$ cat config.mk
export PLATFORM = sky130hd
export DESIGN_NAME = lane_drive_config_regs
export DESIGN_NICKNAME = d
export VERILOG_FILES = /design/src/core/lane_drive_pkg.sv /design/src/core/lane_setting_decode.sv /design/src/core/lane_drive_config_regs.sv
export SDC_FILE = /design/constraint.sdc
export NUM_CORES = 1
export LEC_CHECK = 0
export ABC_CLOCK_PERIOD_IN_PS = 3700
export BUFFER_PORTS_ARGS = -buffer_cell sky130_fd_sc_hd__buf_2
export CORE_MARGIN = 2
export CORE_UTILIZATION = 52
export CTS_CLUSTER_DIAMETER = 60
export CTS_CLUSTER_SIZE = 14
export DETAILED_ROUTE_END_ITERATION = 8
export PLACE_DENSITY = 0.81
export SLEW_MARGIN = 15
export SYNTH_ARGS = -nofsm -noshare
export SYNTH_HDL_FRONTEND = slang
export SYNTH_SLANG_ARGS = --single-unit
$ cat constraint.sdc
create_clock -name mclk -period 3.7 [get_ports mclk]
set_input_delay 0.185 -clock mclk [delete_from_list [all_inputs] [get_ports mclk]]
set_output_delay 0.185 -clock mclk [all_outputs]
set_load 0.005 [all_outputs]
$ cat src/core/lane_drive_pkg.sv
package lane_drive_pkg;

   // Register offsets
   localparam logic [7:0] clock_lane_drive_config_offset     = 8'h12;
   localparam logic [7:0] clock_lane_equalizer_config_offset = 8'h13;
   localparam logic [7:0] lane0_drive_config_offset          = 8'h14;
   localparam logic [7:0] lane0_equalizer_config_offset      = 8'h15;
   localparam logic [7:0] lane1_drive_config_offset          = 8'h16;
   localparam logic [7:0] lane1_equalizer_config_offset      = 8'h17;

   // Reset values
   localparam logic [7:0] drive_config_reset     = 8'h03;
   localparam logic [7:0] equalizer_config_reset = 8'h00;

   // Field positions
   localparam int preemphasis_lsb = 4;
   localparam int preemphasis_msb = 6;
   localparam int swing_lsb       = 0;
   localparam int swing_msb       = 2;
   localparam int equalizer_lsb   = 0;
   localparam int equalizer_msb   = 3;

   // Writable bit masks; reserved bits read zero
   localparam logic [7:0] drive_config_mask     = 8'h77;
   localparam logic [7:0] equalizer_config_mask = 8'h0f;

   // Pre-emphasis codes
   localparam logic [2:0] preemphasis_reserved_code = 3'h3;
   localparam logic [2:0] preemphasis_zero_code     = 3'h0;

   // Swing codes
   localparam logic [2:0] swing_nominal_code    = 3'h3;
   localparam logic [2:0] swing_first_step_code = 3'h4;

   // Swing override field value that hands control to the lane fields
   localparam logic [1:0] swing_override_use_lane = 2'h0;

   // Nominal swing, linear base and linear step in mV
   localparam logic [11:0] clock_limited_nominal_mv = 12'd800;
   localparam logic [11:0] data_limited_nominal_mv  = 12'd1000;
   localparam logic [11:0] linear_nominal_mv        = 12'd1200;
   localparam logic [11:0] linear_base_mv           = 12'd800;
   localparam logic [11:0] linear_step_mv           = 12'd100;

   typedef enum logic [1:0] {
      mode_legacy14,
      mode_legacy20,
      mode_fixed_rate_link
   } link_mode_type;

   // Pre-emphasis in tenths of dB, signed
   typedef struct packed {
      logic              valid;
      logic signed [7:0] tenth_db;
   } preemphasis_setting_type;

   // Swing setting to analog lane
   typedef struct packed {
      logic              valid;
      logic              linear;
      logic              use_mode_default;
      logic              absolute;
      logic [11:0]       millivolt;
      logic signed [7:0] percent;
   } swing_setting_type;

   typedef struct packed {
      logic                    enable_extra;
      preemphasis_setting_type preemphasis;
      swing_setting_type       swing;
      logic [3:0]              equalizer;
   } lane_setting_type;

endpackage

$ cat src/core/lane_setting_decode.sv
`timescale 1ns/1ps
module lane_setting_decode
   import lane_drive_pkg::*;
#(
   parameter logic [11:0] limited_nominal_mv = 12'd1000
) (
   // Register fields
   input  wire logic [2:0]       preemphasis_code,
   input  wire logic [2:0]       swing_code,
   input  wire logic [3:0]       equalizer_code,
   // Global controls
   input  wire logic             linear_select,
   input  wire logic             override_active,
   input  wire logic             honor_extra,
   // Decoded setting
   output lane_setting_type      setting
);

   wire logic signed [7:0] preemphasis_tenths;
   wire logic signed [7:0] limited_percent;
   wire logic              swing_upper;
   wire logic [11:0]       linear_mv;

   assign preemphasis_tenths =
      (preemphasis_code == 3'h0) ? 8'sd0   :
      (preemphasis_code == 3'h1) ? 8'sd35  :
      (preemphasis_code == 3'h2) ? 8'sd60  :
      (preemphasis_code == 3'h4) ? -8'sd15 :
      (preemphasis_code == 3'h5) ? -8'sd25 :
      (preemphasis_code == 3'h6) ? -8'sd35 :
      (preemphasis_code == 3'h7) ? -8'sd48 : 8'sd0;

   assign swing_upper = (swing_code >= swing_first_step_code);

   assign limited_percent =
      (swing_code == 3'h0) ? -8'sd15 :
      (swing_code == 3'h1) ? -8'sd10 :
      (swing_code == 3'h2) ? -8'sd5  :
      (swing_code == 3'h4) ? 8'sd5   :
      (swing_code == 3'h5) ? 8'sd10  :
      (swing_code == 3'h6) ? 8'sd15  :
      (swing_code == 3'h7) ? 8'sd20  : 8'sd0;

   assign linear_mv = (swing_code == swing_nominal_code) ? linear_nominal_mv :
      12'(linear_base_mv + linear_step_mv * 12'(swing_code));

   always_comb begin
      setting                        = '0;
      setting.enable_extra           = honor_extra;
      setting.equalizer              = honor_extra ? equalizer_code : 4'h0;
      setting.preemphasis.valid      = honor_extra && (preemphasis_code != preemphasis_reserved_code);
      setting.preemphasis.tenth_db   = honor_extra ? preemphasis_tenths : 8'sd0;
      setting.swing.linear           = linear_select;
      if (linear_select) begin
         setting.swing.valid         = !swing_upper;
         setting.swing.absolute      = 1'b1;
         setting.swing.millivolt     = swing_upper ? 12'h000 : linear_mv;
      end else if (override_active) begin
         setting.swing.valid         = 1'b1;
         setting.swing.use_mode_default = 1'b1;
      end else begin
         setting.swing.valid         = 1'b1;
         setting.swing.absolute      = (swing_code == swing_nominal_code);
         setting.swing.millivolt     = limited_nominal_mv;
         setting.swing.percent       = limited_percent;
      end
   end

endmodule

$ cat src/core/lane_drive_config_regs.sv
// The implementer's own choice: the strobed register port.
`timescale 1ns/1ps
// Summary of operation
// - Clock pre-emphasis bits 6:4, fixed-rate mode only
// - Pre-emphasis codes decode to seven dB levels, code 3 reserved
// - Lane 1 has own pre-emphasis, swing fields
// - Clock swing bits 2:0, resets 3
// - Lane 0 swing code 3 1000/1200mV
// - Swing codes 4-7 steps limited, reserved linear
// - Clock equalizer bits 3:0, fixed-rate mode only
// - Lane 0 and 1 equalizers bits 3:0
// - Lane 1 equalizer low nibble, upper reserved
// - Global bit 7 selects limited or linear
// - Legacy modes in limited swing use lane swing only when override zero
module lane_drive_config_regs
   import lane_drive_pkg::*;
(
   // Clock and reset
   input  wire logic             mclk,
   input  wire logic             rst,
   // Register port
   input  wire logic [7:0]       reg_address,
   input  wire logic [7:0]       reg_write_data,
   input  wire logic             reg_write,
   input  wire logic             reg_read,
   output      logic [7:0]       reg_read_data,
   // Controls from the rest of the register map
   input  wire logic [7:0]       global_control,
   input  wire logic [1:0]       mode14_swing_override,
   input  wire logic [1:0]       mode20_swing_override,
   input  link_mode_type         link_mode,
   // Settings to analog lanes
   output lane_setting_type      clock_lane_setting,
   output lane_setting_type      lane0_setting,
   output lane_setting_type      lane1_setting
);

   localparam int global_linear_bit = 7;

   logic [7:0] clock_lane_drive_config;
   logic [7:0] clock_lane_equalizer_config;
   logic [7:0] lane0_drive_config;
   logic [7:0] lane0_equalizer_config;
   logic [7:0] lane1_drive_config;
   logic [7:0] lane1_equalizer_config;
   logic [7:0] next_read_data;

   lane_setting_type next_clock_setting;
   lane_setting_type next_lane0_setting;
   lane_setting_type next_lane1_setting;

   wire logic hit_clock_drive = (reg_address == clock_lane_drive_config_offset);
   wire logic hit_clock_eq    = (reg_address == clock_lane_equalizer_config_offset);
   wire logic hit_lane0_drive = (reg_address == lane0_drive_config_offset);
   wire logic hit_lane0_eq    = (reg_address == lane0_equalizer_config_offset);
   wire logic hit_lane1_drive = (reg_address == lane1_drive_config_offset);
   wire logic hit_lane1_eq    = (reg_address == lane1_equalizer_config_offset);

   wire logic global_linear_select = global_control[global_linear_bit];
   wire logic fixed_rate_link      = (link_mode == mode_fixed_rate_link);

   // Override only matters for limited mode in legacy modes
   wire logic override_active =
      ((link_mode == mode_legacy14) && (mode14_swing_override != swing_override_use_lane)) ||
      ((link_mode == mode_legacy20) && (mode20_swing_override != swing_override_use_lane));

   wire logic [7:0] drive_write_value = reg_write_data & drive_config_mask;
   wire logic [7:0] eq_write_value    = reg_write_data & equalizer_config_mask;

   // Field extraction
   wire logic [2:0] clock_lane_preemphasis =
      clock_lane_drive_config[preemphasis_msb:preemphasis_lsb];
   wire logic [2:0] clock_lane_swing  = clock_lane_drive_config[swing_msb:swing_lsb];
   wire logic [3:0] clock_lane_equalizer =
      clock_lane_equalizer_config[equalizer_msb:equalizer_lsb];
   wire logic [2:0] lane0_preemphasis = lane0_drive_config[preemphasis_msb:preemphasis_lsb];
   wire logic [2:0] lane0_swing       = lane0_drive_config[swing_msb:swing_lsb];
   wire logic [3:0] lane0_equalizer   = lane0_equalizer_config[equalizer_msb:equalizer_lsb];
   wire logic [2:0] lane1_preemphasis = lane1_drive_config[preemphasis_msb:preemphasis_lsb];
   wire logic [2:0] lane1_swing       = lane1_drive_config[swing_msb:swing_lsb];
   wire logic [3:0] lane1_equalizer   = lane1_equalizer_config[equalizer_msb:equalizer_lsb];

   // Register writes
   always_ff @(posedge mclk) begin
      if (rst) begin
         clock_lane_drive_config     <= drive_config_reset;
         clock_lane_equalizer_config <= equalizer_config_reset;
         lane0_drive_config          <= drive_config_reset;
         lane0_equalizer_config      <= equalizer_config_reset;
         lane1_drive_config          <= drive_config_reset;
         lane1_equalizer_config      <= equalizer_config_reset;
      end else if (reg_write) begin
         if (hit_clock_drive) begin
            clock_lane_drive_config <= drive_write_value;
         end
         if (hit_clock_eq) begin
            clock_lane_equalizer_config <= eq_write_value;
         end
         if (hit_lane0_drive) begin
            lane0_drive_config <= drive_write_value;
         end
         if (hit_lane0_eq) begin
            lane0_equalizer_config <= eq_write_value;
         end
         if (hit_lane1_drive) begin
            lane1_drive_config <= drive_write_value;
         end
         if (hit_lane1_eq) begin
            lane1_equalizer_config <= eq_write_value;
         end
      end
   end

   // Read mux; unmapped addresses read zero
   assign next_read_data =
      hit_clock_drive ? clock_lane_drive_config     :
      hit_clock_eq    ? clock_lane_equalizer_config :
      hit_lane0_drive ? lane0_drive_config          :
      hit_lane0_eq    ? lane0_equalizer_config      :
      hit_lane1_drive ? lane1_drive_config          :
      hit_lane1_eq    ? lane1_equalizer_config      : 8'h00;

   always_ff @(posedge mclk) begin
      if (rst) begin
         reg_read_data <= 8'h00;
      end else begin
         reg_read_data <= reg_read ? next_read_data : 8'h00;
      end
   end

   // Clock lane: pre-emphasis and equalizer honored only in fixed-rate link
   lane_setting_decode #(
      .limited_nominal_mv (clock_limited_nominal_mv)
   ) clock_decode (
      .preemphasis_code (clock_lane_preemphasis),
      .swing_code       (clock_lane_swing),
      .equalizer_code   (clock_lane_equalizer),
      .linear_select    (global_linear_select),
      .override_active  (override_active),
      .honor_extra      (fixed_rate_link),
      .setting          (next_clock_setting)
   );

   lane_setting_decode #(
      .limited_nominal_mv (data_limited_nominal_mv)
   ) lane0_decode (
      .preemphasis_code (lane0_preemphasis),
      .swing_code       (lane0_swing),
      .equalizer_code   (lane0_equalizer),
      .linear_select    (global_linear_select),
      .override_active  (override_active),
      .honor_extra      (1'b1),
      .setting          (next_lane0_setting)
   );

   lane_setting_decode #(
      .limited_nominal_mv (data_limited_nominal_mv)
   ) lane1_decode (
      .preemphasis_code (lane1_preemphasis),
      .swing_code       (lane1_swing),
      .equalizer_code   (lane1_equalizer),
      .linear_select    (global_linear_select),
      .override_active  (override_active),
      .honor_extra      (1'b1),
      .setting          (next_lane1_setting)
   );

   // Settings registered toward the analog lanes
   always_ff @(posedge mclk) begin
      if (rst) begin
         clock_lane_setting <= '0;
         lane0_setting      <= '0;
         lane1_setting      <= '0;
      end else begin
         clock_lane_setting <= next_clock_setting;
         lane0_setting      <= next_lane0_setting;
         lane1_setting      <= next_lane1_setting;
      end
   end

endmodule

==> out/qor.csv <==
metric,value,unit
drt-met1-wl,4835,µm
maxCapViolCount,0,
globalRouteTotalUtil,21.70,%
nets,710,
die_area,0.01038,mm²
clk_latency,520,ps
cts_resized,0,
cellLeakagePower,2.880,nW
yosysWarnings,0,
mappedNetlistArea,0.004981,mm²
clk_path_buf_depth,2,
clock.fmax,471.9,MHz
crit_path_end_kind,flip-flop,
drive_gt1_share,28.12,%
relSlewSlack,33.30,%
hp-class,in2reg,
fin_worst_skew,6.893,ps
synth_ff_type,dfxtp_1,
cts-htree-levels,4,
synth.distinct_cells,44,
rsz0062_at_grt,no,
p_per_area,519.5,mW/mm²
dr.pass1.iters,4,
cp.required,4040,ps
place_inst,755,
grt_max_degree,46,
ys_ff_latch,128,
path_max_fanout,6,
routedWlPerCell,14.11,µm
power,3.239,mW
ioPinCount,156,
start_util,53.65,%
synth_edf_count,0,
num_vias,4025,
ant_nets,0,
routed_wl,11200,µm
drt_iter0_drc,130,
antenna_found_initial,0,
post-route-period-util,57.28,%
grt_pass1_wl,17460,µm
grt_pass1_vias,3704,
cts_root_buffer,clkbuf_8,
tns,0,ps
start_kind,flip-flop,
num_rows,35,
fin_util,67.17,%
finalSetupViolCount,0,
dieWidth,101.9,µm
coreArea,0.009284,mm²
wl_met2,5426,µm
synthArstFlopShare,0,%
fillers,767,
drv_slew,0,
overflow,0,
route.met3.wl,738,µm
diodes,0,
r2r_setup_slack,1580,ps
place.gp.congestion,0.8606,
top_layer,met4,
seq_area_frac_synth,51.44,%
min_period,2119,ps
cp.arrival,2460,ps
port_buffers,137,
fp.dieH,101.9,µm
status,"finished, final reports clean",
path_clk_slew,60,ps
ir_worst_vdd,0.2501,mV
final_common_cell,buf_2,
layout_common_cells,"137 x buf_2, 128 x dfxtp_1, 50 x nor2_1",
syn-mean-instance-area,9.416,µm²
cts_made_buffers,17,
worst_pin_slew,998.1,ps
crit_type,reg2reg,
dp_hpwl,7593,µm
fin_cells,794,
syn2layout_area_growth,25.19,%
drcViolationCount,0,
cts_tree,done,
hold_violations,0,
syn_inst,529,
cts_sinks,128,
via_per_inst,5.069,
==> layer usage <==
metal / global-route usage (%) / up-vias
met5: 0 / -
met4: 9.436 / 0
met3: 4.993 / 18
met2: 35.93 / 152
met1: 27.23 / 1852
li1: - / 2003
==> where the power goes <==
| part | total (mW) | leakage (nW) | switching (mW) | internal [mW] |
|---|---|---|---|---|
| logic | 0.124 | 1.55 | 0.0754 | 0.0488 |
| clock network | 1.71 | 0.293 | 0.631 | 1.08 |
| registers | 1.41 | 1.04 | 0.00606 | 1.40 |
| total | 3.24 | 2.88 | 0.713 | 2.53 |
==> Yosys cell counts (2+ instances only) <==
| library cell | n | area [µm²] |
|---|---|---|
| dfxtp_1 | 128 | 2562 |
| nor2_1 | 50 | 187.7 |
| o21ai_0 | 41 | 205.2 |
| nand2_1 | 28 | 105.1 |
| buf_4 | 27 | 202.7 |
| nor3_1 | 27 | 135.1 |
| a21oi_1 | 26 | 130.1 |
| ha_1 | 24 | 300.3 |
| nand3_1 | 23 | 115.1 |
| inv_1 | 22 | 82.58 |
| nor2b_1 | 14 | 87.58 |
| buf_2 | 11 | 55.05 |
| nand2b_1 | 11 | 68.82 |
| xor2_1 | 9 | 78.83 |
| clkbuf_1 | 8 | 30.03 |
| o21ai_1 | 8 | 40.04 |
| a31oi_1 | 7 | 43.79 |
| xnor2_1 | 7 | 61.31 |
| or2_2 | 6 | 37.54 |
| a211oi_1 | 5 | 37.54 |
| a22oi_1 | 5 | 37.54 |
| and2_1 | 4 | 25.02 |
| mux2_2 | 4 | 45.04 |
| nand4_1 | 4 | 25.02 |
| a311oi_1 | 3 | 26.28 |
| mux2i_1 | 3 | 30.03 |
| a221oi_1 | 2 | 17.52 |
| buf_6 | 2 | 22.52 |
| nor3b_4 | 2 | 37.54 |
| o21bai_1 | 2 | 15.01 |
| o22ai_1 | 2 | 12.51 |
| or3_4 | 2 | 22.52 |
==> cell type report <==
| cell class | instances | area [µm²] | share of cell area (%) |
|---|---|---|---|
| multi-input cells | 338 | 2051 | 32.89 |
| flip-flops and latches | 128 | 2562 | 41.09 |
| clock inverters | 13 | 173.9 | 2.789 |
| inverters | 22 | 82.58 | 1.324 |
| clock buffers | 19 | 441.7 | 7.083 |
| well taps | 129 | 161.4 | 2.588 |
| repair buffers | 145 | 763.2 | 12.24 |
==> through the flow <==
stage	worst slack [ps]	instance area [µm²]	hold WS (ps)
after CTS	1630	6236	13.23
after detailed placement	1636	5550	474.8
after global routing	1469	6236	33.29
after global placement	1735	5550	461.6
after floorplan	1972	5015	340.1
final	1581	6236	23.33
==> worst paths after layout <==
check | depth (start not counted) | endpoint | from
worst max-delay path | 8 | lane1_setting[21]$_SDFF_PP0_ | lane1_drive_config[1]$_SDFFE_PP1P_
worst min-delay path | 3 | lane1_setting[25]$_SDFF_PP0_ | link_mode[1]
worst max register to register | 8 | lane1_setting[21]$_SDFF_PP0_ | lane1_drive_config[1]$_SDFFE_PP1P_
worst min register to register | 1 | lane0_setting[0]$_SDFF_PP0_ | lane0_equalizer_config[0]$_SDFFE_PP0P_
==> repair_timing <==
item                                    in CTS  in global routing
setup buffers                                0                  0
endpoints found under the setup margin       0                  0
endpoints found under the hold margin       14                  0
hold buffers                                 7                  0
==> registers in the layout (all words and copies together) (netlist names) <==
signal,count
clock_lane_drive_config,6
clock_lane_equalizer_config,4
clock_lane_setting,30
lane0_drive_config,6
lane0_equalizer_config,4
lane0_setting,30
lane1_drive_config,6
lane1_equalizer_config,4
lane1_setting,31
reg_read_data,7
==> kinds of logic (layout without fill, tap and decap cells) <==
group | Yosys count | after routing | share of synthesized area, %
AND/OR/NAND/NOR | 177 | 177 | 18.21
flip-flops | 128 | 128 | 51.44
AO/OA/AOI/OAI | 104 | 104 | 11.86
buffers and inverters | 72 | 199 | 8.063
adder cells (fa/ha/maj) | 24 | 24 | 6.029
XOR/XNOR | 16 | 16 | 2.813
multiplexers | 7 | 7 | 1.507
other | 1 | 10 | 0.07529
==> critical path, stage by stage (launching register included) <==
cell and delay [ps]:
dfxtp_1 500, inv_1 170, ha_1 320, inv_1 50, ha_1 180, ha_1 320, a21oi_1 170, xor2_1 150
o21ai_0 90
Power figures use the tool's default switching activity.
